<file path="src/shared/bcc_pkg.sv">
/*
  Constants shared by the flash CRC command handler: framing bytes,
  command and response codes, status codes, CRC settings, area table.
  Assumes a byte-wide packet stream and a 32-bit word flash read port.
*/
package bcc_pkg;
  // Framing
  localparam logic [7:0] CMD_HDR = 8'h01;
  localparam logic [7:0] RSP_HDR = 8'h81;
  localparam logic [7:0] TRAILER = 8'h03;
  localparam logic [7:0] CRC_CODE = 8'h18;
  localparam logic [7:0] CRC_ERR_CODE = 8'h98;
  localparam logic [7:0] CANCEL_CODE = 8'hFF;
  localparam logic [7:0] CANCEL_SUM = 8'h00;
  localparam logic [15:0] CRC_CMD_LEN = 16'h0009;
  localparam logic [15:0] CANCEL_LEN = 16'h0001;
  localparam logic [7:0] OK_LEN_LOW = 8'h05;
  localparam logic [7:0] ERR_LEN_LOW = 8'h02;
  localparam logic [7:0] LEN_HIGH = 8'h00;
  localparam int PARAM_BYTES = 9;
  localparam int RESP_BYTES = 10;
  localparam int ERR_BYTES = 7;
  // Status code values (arbitrary encodings)
  localparam logic [7:0] STS_PACKET = 8'hC1;
  localparam logic [7:0] STS_CHECKSUM = 8'hC2;
  localparam logic [7:0] STS_FLOW = 8'hC3;
  localparam logic [7:0] STS_ADDRESS = 8'hD0;
  localparam logic [7:0] STS_WINDOW = STS_ADDRESS;
  // CRC
  localparam logic [31:0] CRC_PRESET = 32'hFFFFFFFF;
  localparam logic [31:0] CRC_POLY = 32'h04C11DB7;
  localparam logic [31:0] WORD_STEP = 32'h00000004;
  // Area kinds
  localparam logic [7:0] KIND_USER = 8'h00;
  localparam logic [7:0] KIND_DATA = 8'h01;
  localparam logic [7:0] KIND_CONFIG = 8'h02;
  // Area table
  localparam int NUM_AREAS = 3;
  localparam int AREA_IDX_W = 2;
  localparam logic [31:0] AREA_START [NUM_AREAS] =
    '{32'h00000000, 32'h40100000, 32'h01010008};
  localparam logic [31:0] AREA_END [NUM_AREAS] =
    '{32'h0001FFFF, 32'h40100FFF, 32'h01010033};
  localparam logic [7:0] AREA_KIND [NUM_AREAS] =
    '{KIND_USER, KIND_DATA, KIND_CONFIG};
  localparam logic [31:0] AREA_ERASE_UNIT [NUM_AREAS] =
    '{32'h00000800, 32'h00000400, 32'h00000000};
  localparam logic [31:0] AREA_WRITE_UNIT [NUM_AREAS] =
    '{32'h00000008, 32'h00000001, 32'h00000004};
endpackage : bcc_pkg

</file>
<file path="src/design/bcc_crc32_word.sv">
/*
  One 32-bit word step of the CRC: 32 data bits, MSB first, left shift.
  Assumes the caller holds the running CRC register.
*/
`timescale 1ns/10ps
module bcc_crc32_word #(
  parameter logic [31:0] POLY = bcc_pkg::CRC_POLY
) (
  input wire logic [31:0] crc_in,
  input wire logic [31:0] data_in,
  output logic [31:0] crc_out
);
  always_comb begin
    logic [31:0] c;
    c = crc_in;
    for (int i = 31; i >= 0; i--) begin
      if (c[31] ^ data_in[i]) begin
        c = {c[30:0], 1'b0} ^ POLY;
      end else begin
        c = {c[30:0], 1'b0};
      end
    end
    crc_out = c;
  end
endmodule : bcc_crc32_word

</file>
<file path="src/design/bcc_crc_cmd.sv">
/*
  Flash CRC command handler: receives framed packets, checks the CRC
  command, reads flash word by word, answers with a CRC or error packet,
  and honours host cancel packets.
  Assumes a byte stream in, a byte stream out with ready, and a flash
  read port that answers each held request with a one-cycle ack.
*/
`timescale 1ns/10ps
module bcc_crc_cmd (
  input wire logic clk_in,
  input wire logic rst_b_in,
  input wire logic rx_valid_in,
  input wire logic [7:0] rx_data_in,
  output logic rx_ready_out,
  input wire logic auth_phase_in,
  input wire logic [31:0] window_start_in,
  input wire logic [31:0] window_end_in,
  output logic flash_rd_out,
  output logic [31:0] flash_addr_out,
  input wire logic flash_ack_in,
  input wire logic [31:0] flash_data_in,
  output logic tx_valid_out,
  output logic [7:0] tx_data_out,
  input wire logic tx_ready_in,
  output logic cancel_out,
  output logic erase_ok_out,
  output logic write_ok_out
);
  typedef enum logic [3:0] {
    ST_HDR, ST_LNH, ST_LNL, ST_BODY, ST_SUM, ST_ETX,
    ST_CHECK, ST_READ, ST_SEND
  } bcc_state_t;

  localparam int AW = bcc_pkg::AREA_IDX_W;

  bcc_state_t state_q;
  logic [7:0] hdr_q;
  logic [15:0] len_q;
  logic [15:0] cnt_q;
  logic [7:0] par_q [bcc_pkg::PARAM_BYTES];
  logic [7:0] sum_q;
  logic [7:0] etx_q;
  logic [31:0] addr_q;
  logic [31:0] crc_q;
  logic [31:0] crc_next;
  logic [7:0] resp_q [bcc_pkg::RESP_BYTES];
  logic [3:0] left_q;
  logic rx_take;
  logic [31:0] sa;
  logic [31:0] ea;
  logic [AW:0] sa_area;
  logic [AW:0] ea_area;
  logic [7:0] sa_kind;
  logic [7:0] ea_kind;
  logic fail;
  logic [7:0] sts;
  logic cancel_ok;

  // Returns {hit, index} of the area holding an address
  function automatic logic [AW:0] area_of(input logic [31:0] a);
    logic [AW:0] r;
    r = '0;
    for (int i = bcc_pkg::NUM_AREAS - 1; i >= 0; i--) begin
      if (a >= bcc_pkg::AREA_START[i] && a <= bcc_pkg::AREA_END[i]) begin
        r = {1'b1, AW'(i)};
      end
    end
    return r;
  endfunction : area_of

  // Two's complement of a byte total, for the outgoing sum byte
  function automatic logic [7:0] neg8(input logic [7:0] v);
    return 8'h00 - v;
  endfunction : neg8

  assign rx_ready_out = (state_q <= bcc_state_t'(ST_ETX));
  assign rx_take = rx_valid_in && rx_ready_out;
  assign flash_rd_out = (state_q == ST_READ);
  assign flash_addr_out = addr_q;
  assign tx_valid_out = (state_q == ST_SEND);
  assign tx_data_out = resp_q[0];

  bcc_crc32_word u_crc (
    .crc_in(crc_q),
    .data_in(flash_data_in),
    .crc_out(crc_next)
  );

  assign sa = {par_q[1], par_q[2], par_q[3], par_q[4]};
  assign ea = {par_q[5], par_q[6], par_q[7], par_q[8]};
  assign sa_area = area_of(sa);
  assign ea_area = area_of(ea);
  assign sa_kind = bcc_pkg::AREA_KIND[sa_area[AW-1:0]];
  assign ea_kind = bcc_pkg::AREA_KIND[ea_area[AW-1:0]];

  // Ordered checks, first match wins
  always_comb begin
    fail = 1'b1;
    sts = bcc_pkg::STS_PACKET;
    if (etx_q != bcc_pkg::TRAILER) begin
      sts = bcc_pkg::STS_PACKET;
    end else if (sum_q != 8'h00) begin
      sts = bcc_pkg::STS_CHECKSUM;
    end else if (len_q == 16'h0000) begin
      sts = bcc_pkg::STS_PACKET;
    end else if (len_q != bcc_pkg::CRC_CMD_LEN) begin
      sts = bcc_pkg::STS_PACKET;
    end else if (auth_phase_in) begin
      sts = bcc_pkg::STS_FLOW;
    end else if (sa > ea) begin
      sts = bcc_pkg::STS_ADDRESS;
    end else if (!sa_area[AW] || !ea_area[AW]) begin
      sts = bcc_pkg::STS_ADDRESS;
    end else if (sa_kind != ea_kind) begin
      sts = bcc_pkg::STS_ADDRESS;
    end else if (sa[1:0] != 2'b00 || ea[1:0] != 2'b00) begin
      sts = bcc_pkg::STS_ADDRESS;
    end else if (sa_kind == bcc_pkg::KIND_USER &&
                 (sa < window_start_in || ea > window_end_in)) begin
      sts = bcc_pkg::STS_WINDOW;
    end else begin
      fail = 1'b0;
    end
  end

  assign cancel_ok = hdr_q == bcc_pkg::RSP_HDR &&
                     etx_q == bcc_pkg::TRAILER &&
                     len_q == bcc_pkg::CANCEL_LEN &&
                     par_q[0] == bcc_pkg::CANCEL_CODE &&
                     sum_q == bcc_pkg::CANCEL_SUM;

  // Packet receive, check, read and send sequencing
  always_ff @(posedge clk_in) begin
    if (!rst_b_in) begin
      state_q <= ST_HDR;
    end else begin
      case (state_q)
        ST_HDR: begin
          if (rx_take && (rx_data_in == bcc_pkg::CMD_HDR ||
                          rx_data_in == bcc_pkg::RSP_HDR)) begin
            state_q <= ST_LNH;
          end
        end
        ST_LNH: begin
          if (rx_take) begin
            state_q <= ST_LNL;
          end
        end
        ST_LNL: begin
          if (rx_take) begin
            state_q <= ({len_q[7:0], rx_data_in} == 16'h0000) ?
                       ST_SUM : ST_BODY;
          end
        end
        ST_BODY: begin
          if (rx_take && cnt_q == len_q - 16'h0001) begin
            state_q <= ST_SUM;
          end
        end
        ST_SUM: begin
          if (rx_take) begin
            state_q <= ST_ETX;
          end
        end
        ST_ETX: begin
          if (rx_take) begin
            state_q <= ST_CHECK;
          end
        end
        ST_CHECK: begin
          if (hdr_q != bcc_pkg::CMD_HDR) begin
            state_q <= ST_HDR;
          end else if (par_q[0] != bcc_pkg::CRC_CODE &&
                       etx_q == bcc_pkg::TRAILER) begin
            state_q <= ST_HDR;
          end else if (fail) begin
            state_q <= ST_SEND;
          end else begin
            state_q <= ST_READ;
          end
        end
        ST_READ: begin
          if (flash_ack_in && addr_q == ea) begin
            state_q <= ST_SEND;
          end
        end
        ST_SEND: begin
          if (tx_ready_in && left_q == 4'd1) begin
            state_q <= ST_HDR;
          end
        end
        default: begin
          state_q <= ST_HDR;
        end
      endcase
    end
  end

  // Captured packet fields
  always_ff @(posedge clk_in) begin
    if (!rst_b_in) begin
      hdr_q <= 8'h00;
      len_q <= 16'h0000;
      cnt_q <= 16'h0000;
      sum_q <= 8'h00;
      etx_q <= 8'h00;
      for (int i = 0; i < bcc_pkg::PARAM_BYTES; i++) begin
        par_q[i] <= 8'h00;
      end
    end else if (rx_take) begin
      case (state_q)
        ST_HDR: begin
          hdr_q <= rx_data_in;
          sum_q <= 8'h00;
          cnt_q <= 16'h0000;
        end
        ST_LNH: begin
          len_q <= {8'h00, rx_data_in};
          sum_q <= sum_q + rx_data_in;
        end
        ST_LNL: begin
          len_q <= {len_q[7:0], rx_data_in};
          sum_q <= sum_q + rx_data_in;
        end
        ST_BODY: begin
          if (cnt_q < 16'(bcc_pkg::PARAM_BYTES)) begin
            par_q[cnt_q[3:0]] <= rx_data_in;
          end
          cnt_q <= cnt_q + 16'h0001;
          sum_q <= sum_q + rx_data_in;
        end
        ST_SUM: begin
          sum_q <= sum_q + rx_data_in;
        end
        ST_ETX: begin
          etx_q <= rx_data_in;
        end
        default: begin
          etx_q <= etx_q;
        end
      endcase
    end
  end

  // Flash walk and CRC accumulation
  always_ff @(posedge clk_in) begin
    if (!rst_b_in) begin
      addr_q <= 32'h00000000;
      crc_q <= bcc_pkg::CRC_PRESET;
    end else if (state_q == ST_CHECK) begin
      addr_q <= sa;
      crc_q <= bcc_pkg::CRC_PRESET;
    end else if (state_q == ST_READ && flash_ack_in) begin
      crc_q <= crc_next;
      addr_q <= addr_q + bcc_pkg::WORD_STEP;
    end
  end

  // Reply packet build and byte shift-out
  always_ff @(posedge clk_in) begin
    if (!rst_b_in) begin
      left_q <= 4'd0;
      for (int i = 0; i < bcc_pkg::RESP_BYTES; i++) begin
        resp_q[i] <= 8'h00;
      end
    end else if (state_q == ST_CHECK && fail) begin
      resp_q[0] <= bcc_pkg::RSP_HDR;
      resp_q[1] <= bcc_pkg::LEN_HIGH;
      resp_q[2] <= bcc_pkg::ERR_LEN_LOW;
      resp_q[3] <= bcc_pkg::CRC_ERR_CODE;
      resp_q[4] <= sts;
      resp_q[5] <= neg8(bcc_pkg::ERR_LEN_LOW + bcc_pkg::CRC_ERR_CODE + sts);
      resp_q[6] <= bcc_pkg::TRAILER;
      left_q <= 4'(bcc_pkg::ERR_BYTES);
    end else if (state_q == ST_READ && flash_ack_in && addr_q == ea) begin
      resp_q[0] <= bcc_pkg::RSP_HDR;
      resp_q[1] <= bcc_pkg::LEN_HIGH;
      resp_q[2] <= bcc_pkg::OK_LEN_LOW;
      resp_q[3] <= bcc_pkg::CRC_CODE;
      resp_q[4] <= crc_next[31:24];
      resp_q[5] <= crc_next[23:16];
      resp_q[6] <= crc_next[15:8];
      resp_q[7] <= crc_next[7:0];
      resp_q[8] <= neg8(bcc_pkg::OK_LEN_LOW + bcc_pkg::CRC_CODE +
                        crc_next[31:24] + crc_next[23:16] +
                        crc_next[15:8] + crc_next[7:0]);
      resp_q[9] <= bcc_pkg::TRAILER;
      left_q <= 4'(bcc_pkg::RESP_BYTES);
    end else if (state_q == ST_SEND && tx_ready_in) begin
      for (int i = 0; i < bcc_pkg::RESP_BYTES - 1; i++) begin
        resp_q[i] <= resp_q[i + 1];
      end
      left_q <= left_q - 4'd1;
    end
  end

  // Cancel pulse and per-area operation support of the start address
  always_ff @(posedge clk_in) begin
    if (!rst_b_in) begin
      cancel_out <= 1'b0;
      erase_ok_out <= 1'b0;
      write_ok_out <= 1'b0;
    end else begin
      cancel_out <= (state_q == ST_CHECK) && cancel_ok;
      if (state_q == ST_CHECK && sa_area[AW]) begin
        erase_ok_out <=
          bcc_pkg::AREA_ERASE_UNIT[sa_area[AW-1:0]] != 32'h00000000;
        write_ok_out <=
          bcc_pkg::AREA_WRITE_UNIT[sa_area[AW-1:0]] != 32'h00000000;
      end
    end
  end
endmodule : bcc_crc_cmd

</file>
<file path="config.mk">
export PLATFORM = sky130hd
export DESIGN_NAME = bcc_crc_cmd
export DESIGN_NICKNAME = d
export VERILOG_FILES = /design/src/shared/bcc_pkg.sv /design/src/design/bcc_crc32_word.sv /design/src/design/bcc_crc_cmd.sv
export SDC_FILE = /design/constraint.sdc
export NUM_CORES = 1
export LEC_CHECK = 0
export BUFFER_PORTS_ARGS = -buffer_cell sky130_fd_sc_hd__buf_4
export CAP_MARGIN = 20
export CORE_MARGIN = 2
export CORE_UTILIZATION = 55
export CTS_BUF_LIST = sky130_fd_sc_hd__clkbuf_2
export DETAILED_ROUTE_END_ITERATION = 10
export GPL_ROUTABILITY_DRIVEN = 0
export PLACE_DENSITY = 0.77
export RECOVER_POWER = 100
export SLEW_MARGIN = 20
export SYNTH_ARGS = -nofsm -noshare
export SYNTH_HDL_FRONTEND = slang
export SYNTH_SLANG_ARGS = --single-unit
</file>
<file path="constraint.sdc">
create_clock -name clk_in -period 8.96 [get_ports clk_in]
set_clock_uncertainty 0.1 [all_clocks]
set_input_delay 1.792 -clock clk_in [delete_from_list [all_inputs] [get_ports clk_in]]
set_output_delay 1.792 -clock clk_in [all_outputs]
set_load 0.01 [all_outputs]
</file>
==> results.yml, run 1 <==
run_status:
  status: "complete, but fails checks"
  failed_checks: "capacitance limit, slew limit"
sta:
  timing.hold.ws_ns: 0.366
  setup_viol: 0
  final-hold-violation-count: 0
  clock.fmax_mhz: 123
  slew_headroom_pct: -62.2
  post-route-min-period_ns: 8.16
  fin_tns_setup_ns: 0
  final_max_slew_viol_count: 217
  worstMarginPinSlew_ns: 2.43
  fin_crit_sh_pct: 91.1
  rsz0062_at_grt: "false"
setup_path:
  cpMostUsedCell: "xnor2_1"
  crit_family: "XOR/XNOR gates"
  critical_path_class: "in -> reg"
  arrival_ns: 8.69
  worstReg2RegStart: "crc_q[31]$_SDFFE_PP1P_"
  crit_buf_inv: 3
  cp-startpoint: "flash_data_in[31]"
  end_kind: "register"
  startpoint_type: "input port"
  crit_required_ns: 9.49
  critPathMaxStageDelay_ns: 0.55
  slowest_stage: "xnor2_1"
  path_max_fanout: 6
drt:
  route.met3.wl_um: 4960
  met2_length_um: 24100
  initialDrtViolationCount: 1505
  highest_layer: "met4"
  vias: 15800
  drtAntennaViolNets: 0
  wl_per_cell_um: 20.0
  met1Wirelength_um: 21500
  dr.pass1.iters: 6
  drc: 0
  routed_wl_um: 53300
  via_per_inst: 5.91
synth:
  ys_ff_latch: 276
  avgSynthCellArea_um2: 9.61
  synth_top_family_by_area: "XOR/XNOR gates"
  synth_top_area_share_pct: 23.1
  ys_seq_area_share_pct: 37.1
  synth.area.top_cells: "edfxtp_1 23%, dfxtp_1 14%, xnor2_1 9.0%, ha_1 8.5%, xor2_1 4.9%"
  ys.warnings.count: 0
  synth_nets: 2209
  synthTopCellsByCount: "194 x xnor2_1, 155 x nor2_1, 147 x nand2_1, 145 x edfxtp_1, 137 x inv_1"
  synthesis.area_um2: 18800
  synthSimpleGateAreaFrac_pct: 16.2
  post-synth-top-count-cell: "xnor2_1"
  synthAdderAreaFrac_pct: 10.0
  yosys.area.top_type: "edfxtp_1"
  synthCells: 1957
  yosys-mux-area-fraction_pct: 0.905
  synthFlopType: "edfxtp_1"
  async_reset_ff_share_pct: 0
  ys_types: 66
  synth_edf_count: 145
  synth_compound_area_share_pct: 11.8
  synth_xor_area_share_pct: 19.7
grt:
  grt_max_degree: 61
  grt_overflow: 0
  grt_pass1_wl_um: 83700
  grt_use_total_pct: 29.7
  antenna_found_initial: 2
  first_global_vias: 15800
run:
  maxCapViolCount: 5
cells_and_area:
  fin_nets: 2412
  fillers: 2801
  drive_gt1_share_pct: 14.0
  finalNonFillerCells: 2667
  area.growth.synth_to_final_pct: 12.3
clock_network:
  numClockSinks: 276
  cts_tree: "built"
  h-tree-depth: 3
  clockBufferDepth: 3
  cts.clk_slew.worst_paths_ns: 0.11
  cts_resized: 0
  cts_buffers: 72
  cts_setup_buffers: 0
  ctsHoldBuffers: 0
  clk_latency_ns: 0.89
  clock-root-buffer: "clkbuf_2"
floorplanning:
  die_w_um: 189
  initial_core_util_pct: 56.0
  placementRows: 67
  fp.coreArea_um2: 33600
  fp.dieArea_um2: 35700
  die_h_um: 189
  ios: 156
hold_path:
  min_from: "hdr_q[2]$_SDFFE_PN0P_"
  hold_class: "reg -> reg"
placement:
  dp_cells: 2534
  numPortBuffers: 155
  hpwl_um: 39900
-- logic make-up (layout without fill, tap and decap cells) --
kind of cell	count (synthesis)	in the layout
XOR/XNOR	349	349
AND/OR/NAND/NOR	613	613
multiplexers	17	17
AO/OA/AOI/OAI	342	342
flip-flops	276	276
buffers and inverters	218	477
other	0	3
adder cells (fa/ha/maj)	142	142
-- worst min-delay path, cell delays in order (launching register included) --
cell	delay (ns)
dfxtp_1	0.33
nand2_1	0.05
a21oi_1	0.05
-- routing by layer --
layer	track usage, %	vias to the layer above
met5	0	-
met4	16.6	0
met3	5.52	216
met2	48.2	870
met1	37.6	7378
li1	-	7308
-- cell usage in the layout (no fill, tap or decap), drive strengths merged, types with 23 or more instances in the layout --
cell type	synthesis	final
a21o	51	51
a21oi	76	76
a22oi	23	23
and2	30	30
and3	85	85
buf	5	149
clkbuf	75	168
dfxtp	131	131
edfxtp	145	145
ha	128	128
inv	138	140
nand2	147	147
nand3	40	40
nand4	30	30
nor2	155	155
nor3	31	31
nor4	34	34
o21ai	80	80
xnor2	217	217
xor2	110	110
-- final timing paths --
check / slack, ns / endpoint / cells past startpoint
setup / recovery: 0.80 / resp_q[8][7]$_SDFFCE_PP0P_ / 26
hold reg to reg: 0.37 / hdr_q[2]$_SDFFE_PN0P_ / 2
hold / removal: 0.37 / hdr_q[2]$_SDFFE_PN0P_ / 2
setup reg to reg: 1.44 / resp_q[8][7]$_SDFFCE_PP0P_ / 25
-- metrics by stage --
| step | utilization (%) | setup slack (ns) | instance area, um^2 |
|---|---|---|---|
| after floorplan | - | 0.132 | 18800 |
| after global routing | 62.8 | 0.367 | 21100 |
| after global placement | 61.4 | 0.217 | 20700 |
| after CTS | 63.5 | 0.945 | 21300 |
| final | 62.8 | 0.800 | 21100 |
| after detailed placement | 61.5 | -0.00784 | 20700 |
-- state kept, by name, indices dropped and copies added, names as in the netlist --
register,cells
erase_ok_out,1
len_q,16
left_q,4
cnt_q,16
resp_q,73
crc_q,32
par_q,72
cancel_out,1
flash_addr_out,32
sum_q,8
write_ok_out,1
hdr_q,8
etx_q,8
state_q,4
-- area by class of cell --
type                       count  area [um^2]  share of cell area (%)
antenna                        3         7.51                  0.0355
inverter                     138          518                    2.45
tap                          448          561                    2.65
sequential                   276         6980                    33.0
clock inverter                22          139                   0.658
timing repair buffer         209         1350                    6.40
multi-input combinational   1463        11000                    52.2
clock buffer                 108          541                    2.56
Power of run 1 is left out: the tool's default activity adds up to more than one toggle a clock period on the data nets, which glitch-free logic cannot reach.
==> inputs of run 2 (changes only) <==
ABC_AREA = 1   (was not set)
==> run 2 against run 1 <==
  * The run still ends with capacitance limit, slew limit left
  * Clock-buffer cell count is 7 lower
  * Sequential share of layout area is 3.5 points lower
  * Critical path depth is 19 higher
  * Die area is 14% higher
  * Worst hold slack worse by 0.0026 ns
  * Core utilization is 1.8 points lower
  * Register-to-register slack better by 0.23 ns
  * Setup slack better by 0.19 ns
  * Synthesized area is 14% higher
  * Synthesized cell count is 48% higher
  * Wire length is 22% higher
  * First-iteration DRC count is 48% higher
  * Highest routed layer unchanged
==> results.yml, run 2 <==
run_status:
  status: "complete, but fails checks"
  failed_checks: "capacitance limit, slew limit"
synth:
  async_reset_ff_share_pct: 0
  synth_compound_area_share_pct: 8.41
  synth_xor_area_share_pct: 10.1
  yosys-mux-area-fraction_pct: 0.0465
  synthSimpleGateAreaFrac_pct: 32.0
  synthCells: 2899
  synthesis.area_um2: 21500
  synth.area.top_cells: "edfxtp_1 20%, nand2_1 13%, dfxtp_1 12%, ha_1 7.4%, inv_1 6.5%"
  synthAdderAreaFrac_pct: 8.74
  synth_nets: 3151
  synth_edf_count: 145
  synthTopCellsByCount: "738 x nand2_1, 370 x inv_1, 246 x nor2_1, 174 x nand3_1, 166 x a21oi_1"
  ys_types: 65
  ys.warnings.count: 0
  yosys.area.top_type: "edfxtp_1"
  synth_top_area_share_pct: 20.2
  post-synth-top-count-cell: "nand2_1"
  synth_top_family_by_area: "simple AND/OR/NAND/NOR gates"
  ys_seq_area_share_pct: 32.4
  ys_ff_latch: 276
  avgSynthCellArea_um2: 7.43
  synthFlopType: "edfxtp_1"
setup_path:
  critPathMaxStageDelay_ns: 0.66
  critical_path_class: "in -> reg"
  end_kind: "register"
  cpMostUsedCell: "nand2_1"
  reg2reg_slack_ns: 1.67
  arrival_ns: 8.49
  startpoint_type: "input port"
  slowest_stage: "xnor2_1"
  path_max_fanout: 12
  crit_required_ns: 9.48
placement:
  placed_area_um2: 23200
  hpwl_um: 50600
  numPortBuffers: 155
  dp_cells: 3523
power_and_ir_drop:
  cellPowerDensity_nw_per_um2: 430
  clock_power_share_pct: 9.1
  irDropWorstVdd_v: 0.000896
  total_power_mw: 10.1
  p_int_mw: 4.75
  swShare_pct: 53.1
  combPwrFrac_pct: 77.1
  p_leak_nw: 11.3
  p_switching_mw: 5.38
  sequentialPowerShare_pct: 13.9
cells_and_area:
  fillers: 3538
  fin_nets: 3332
  regMostFlops: "resp_q"
  reg_top3: "resp_q: 73 flops, par_q: 72 flops"
  final_area_um2: 23600
  area.growth.synth_to_final_pct: 9.53
  largest_register_ffs: 73
  mostFrequentLayoutCell: "nand2_1"
  final_cell_mix: "742 x nand2_1, 369 x inv_1, 248 x nor2_1"
  drive_gt1_share_pct: 13.5
  finalNonFillerCells: 3654
sta:
  post-route-min-period_ns: 7.97
  slew_headroom_pct: -134
  final-hold-violation-count: 0
  worstMarginPinSlew_ns: 3.51
  clock.fmax_mhz: 125
  timing.hold.ws_ns: 0.364
  final_max_slew_viol_count: 156
  rsz0062_at_grt: "false"
  fin_crit_sh_pct: 89.0
  fin_tns_setup_ns: 0
  setup_viol: 0
drt:
  vias: 20700
  dr.pass1.iters: 6
  drtAntennaViolNets: 0
  wl_per_cell_um: 17.8
  drc: 0
  via_per_inst: 5.66
  initialDrtViolationCount: 2227
  routed_wl_um: 64900
clock_network:
  cts.clk_slew.worst_paths_ns: 0.10
  cts_resized: 0
  numClockSinks: 276
  cts_tree: "built"
  clk_latency_ns: 0.91
  ctsHoldBuffers: 0
  clockBufferDepth: 3
  cts_setup_buffers: 0
  clock-root-buffer: "clkbuf_2"
  cts_buffers: 73
  h-tree-depth: 3
floorplanning:
  die_h_um: 202
  initial_core_util_pct: 55.7
  fp.coreArea_um2: 38600
  placementRows: 72
  ios: 156
  die_w_um: 202
  fp.dieArea_um2: 40700
hold_path:
  hold_class: "reg -> reg"
run:
  maxCapViolCount: 3
grt:
  grt_pass1_wl_um: 102000
  first_global_vias: 19700
  antenna_found_initial: 1
  grt_max_degree: 69
  grt_use_total_pct: 31.3
  grt_overflow: 0
-- run 2: cell families (layout without fill, tap and decap cells) --
kind of cell | after synthesis | after routing
flip-flops | 276 | 276
AND/OR/NAND/NOR | 1466 | 1466
AO/OA/AOI/OAI | 327 | 327
buffers and inverters | 464 | 700
XOR/XNOR | 223 | 223
adder cells (fa/ha/maj) | 142 | 142
other | 0 | 1
multiplexers | 1 | 1
-- run 2: worst max-delay path, delay by kind of cell --
| kind | cells | cell delay (ns) |
|---|---|---|
| xor gates and xnor gates | 2 | 1.27 |
| and+or+nand+nor | 29 | 3.19 |
| adders and majority gates | 4 | 1.37 |
| AOI/OAI and AO/OA | 2 | 0.31 |
| buffers and inverters | 8 | 0.55 |
-- run 2: per-stage QoR --
stage / worst slack (ns) / util, %
2_1_floorplan: 1.81 / -
3_3_place_gp: 0.805 / 59.9
3_5_place_dp: 0.656 / 60.0
4_1_cts: 1.57 / 61.8
5_1_grt: 0.524 / 61.0
6_report: 0.989 / 61.0
-- run 2: path summary, 6_finish.rpt --
path	start	endpoint	depth (start not counted)
worst max-delay path	flash_data_in[31]	resp_q[8][7]$_SDFFCE_PP0P_	45
worst min-delay path	write_ok_out$_SDFFE_PN0P_	write_ok_out$_SDFFE_PN0P_	2
worst max register to register	crc_q[31]$_SDFFE_PP1P_	resp_q[8][7]$_SDFFCE_PP0P_	44
worst min register to register	write_ok_out$_SDFFE_PN0P_	write_ok_out$_SDFFE_PN0P_	2
-- run 2: routing by layer --
metal,part of all wire (%),track usage [%],up-vias
met3,9.7,5.47,259
li1,-,-,9811
met1,39,39.6,9488
met5,0,0,-
met4,5.7,16.5,0
met2,45,51.2,1106
-- run 2: power by group through the flow --
stage          Clock [mW]  Sequential (mW)  Combinational (mW)
2_1_floorplan           0             1.41                6.00
5_1_grt             0.996             1.41                8.74
3_5_place_dp            0             1.43                7.65
4_1_cts             0.935             1.40                7.78
3_3_place_gp            0             1.43                7.52
6_report            0.917             1.40                7.81
-- run 2: area by class of cell --
cell class,count,area (um^2),area share [%]
Antenna cell,1,2.50,0.0106
Clock inverter,29,184,0.780
Multi-Input combinational cell,2159,12700,53.9
Tap cell,518,648,2.75
Timing Repair Buffer,165,1030,4.38
Sequential cell,276,6980,29.6
Clock buffer,101,505,2.14
Inverter,405,1530,6.50
No activity file was read; power rests on OpenSTA's default activity.
==> inputs of run 3 (changes only) <==
PLACE_DENSITY = 0.74   (was 0.77)
clock period = 8.1 ns   (was 8.96 ns; I/O delays follow)
==> run 3 against run 2 <==
  * The run still ends with capacitance limit, slew limit left
  * Sequential cell count stayed put
  * Cell count is 0.30% higher
  * Total power is 14% higher
  * Highest routed layer unchanged
  * Largest cell class unchanged
  * Combinational power is 14% higher
  * Clock-buffer cell count is 2 higher
  * Critical path depth is 3 lower
  * Largest power group unchanged
  * Die area stayed put
  * Via count is 0.63% lower
  * Register-to-register slack worse by 0.79 ns
==> results.yml, run 3 (synthesis gave the netlist of run 2 again) <==
clock_network:
  cts_buffers: 74
  cts_tree: "built"
  clk_latency_ns: 0.91
  h-tree-depth: 3
  cts_resized: 0
  numClockSinks: 276
  ctsHoldBuffers: 0
  clock-root-buffer: "clkbuf_2"
  cts_setup_buffers: 0
  cts.clk_slew.worst_paths_ns: 0.10
  clockBufferDepth: 3
power_and_ir_drop:
  swShare_pct: 53.2
  clock_power_share_pct: 9.1
  irDropWorstVdd_v: 0.00134
  combPwrFrac_pct: 77.4
  p_int_mw: 5.39
  p_switching_mw: 6.13
  sequentialPowerShare_pct: 13.4
  cellPowerDensity_nw_per_um2: 487
  p_leak_nw: 11.3
placement:
  placed_area_um2: 23200
  hpwl_um: 51200
  dp_slack_ns: -0.205
  numPortBuffers: 155
grt:
  grt_pass1_wl_um: 104000
  grt_max_degree: 69
  antenna_found_initial: 1
  grt_overflow: 0
  grt_use_total_pct: 32.2
  first_global_vias: 19900
sta:
  rsz0062_at_grt: "false"
  setup_ws_ns: 0.356
  post-route-min-period_ns: 7.74
  timing.hold.ws_ns: 0.365
  setup_viol: 0
  fin_crit_sh_pct: 95.6
  final_max_slew_viol_count: 198
  worstMarginPinSlew_ns: 3.67
  final-hold-violation-count: 0
  slew_headroom_pct: -145
  clock.fmax_mhz: 129
run:
  maxCapViolCount: 4
setup_path:
  slowest_stage: "xnor2_1"
  worstReg2RegStart: "crc_q[31]$_SDFFE_PP1P_"
  arrival_ns: 8.29
  cpMostUsedCell: "nand2_1"
  reg2reg_slack_ns: 0.88
  critPathMaxStageDelay_ns: 0.77
  cp-startpoint: "flash_data_in[31]"
  end_kind: "register"
  path_max_fanout: 12
  crit_required_ns: 8.65
  critical_path_class: "in -> reg"
  startpoint_type: "input port"
cells_and_area:
  fillers: 3568
  regMostFlops: "resp_q"
  mostFrequentLayoutCell: "nand2_1"
  reg_top3: "resp_q: 73 flops, par_q: 72 flops"
  drive_gt1_share_pct: 14.0
  largest_register_ffs: 73
  final_cell_mix: "740 x nand2_1, 371 x inv_1, 245 x nor2_1"
  final_area_um2: 23700
  area.growth.synth_to_final_pct: 9.86
  fin_nets: 3339
floorplanning:
  fp.coreArea_um2: 38600
  ios: 156
  placementRows: 72
  initial_core_util_pct: 55.7
  fp.dieArea_um2: 40700
  die_h_um: 202
  die_w_um: 202
drt:
  vias: 20500
  dr.pass1.iters: 6
  drc: 0
  via_per_inst: 5.60
  wl_per_cell_um: 17.9
  routed_wl_um: 65800
  drtAntennaViolNets: 0
  initialDrtViolationCount: 1894
hold_path:
  min_from: "hdr_q[3]$_SDFFE_PN0P_"
  hold_class: "reg -> reg"
run_status:
  failed_checks: "capacitance limit, slew limit"
  status: "complete, but fails checks"
==> run 3: final timing paths <==
path | end | cells after the start
hold / removal | hdr_q[3]$_SDFFE_PN0P_ | 2
hold reg to reg | hdr_q[3]$_SDFFE_PN0P_ | 2
setup / recovery | resp_q[8][7]$_SDFFCE_PP0P_ | 42
setup reg to reg | resp_q[8][7]$_SDFFCE_PP0P_ | 41
==> run 3: final cells by class <==
| class | count | area [um^2] | share of cell area, % |
|---|---|---|---|
| Tap cell | 518 | 648 | 2.74 |
| Timing Repair Buffer | 171 | 1070 | 4.54 |
| Sequential cell | 276 | 6980 | 29.5 |
| Inverter | 405 | 1530 | 6.48 |
| Clock inverter | 32 | 210 | 0.889 |
| Antenna cell | 1 | 2.50 | 0.0106 |
| Multi-Input combinational cell | 2159 | 12700 | 53.7 |
| Clock buffer | 103 | 515 | 2.18 |
==> run 3: layer usage <==
layer | routed length, um | track usage, % | part of all wire, %
met5 | 0 | 0 | 0
met2 | 29500 | 51.4 | 45
met1 | 26400 | 41.4 | 40
met4 | 3750 | 18.0 | 5.7
met3 | 6150 | 5.66 | 9.3
==> run 3: worst max-delay path, delay by kind of cell <==
kind | cells | cell delay, ns
adders and majority gates | 4 | 1.70
and+or+nand+nor | 27 | 3.11
AOI/OAI and AO/OA | 2 | 0.32
buffers and inverters | 7 | 0.47
xor gates and xnor gates | 2 | 1.07
==> run 3: power groups by stage <==
stage | combinational (mW) | sequential, mW | clock, mW
after detailed placement | 8.75 | 1.58 | 0
after global placement | 8.46 | 1.58 | 0
after global routing | 9.97 | 1.55 | 1.14
after floorplan | 6.64 | 1.56 | 0
after CTS | 8.84 | 1.54 | 1.07
final | 8.93 | 1.55 | 1.05
==> run 3: through the flow <==
step | total power [mW] | utilization, % | setup TNS, ns | cells
2_1_floorplan | 8.19 | - | 0 | 2899
6_report | 11.5 | 61.2 | 0 | 3665
5_1_grt | 12.7 | 61.2 | 0 | 3665
4_1_cts | 11.5 | 62.0 | 0 | 3664
3_3_place_gp | 10.0 | 60.1 | 0 | 3529
3_5_place_dp | 10.3 | 60.1 | -0.205 | 3529
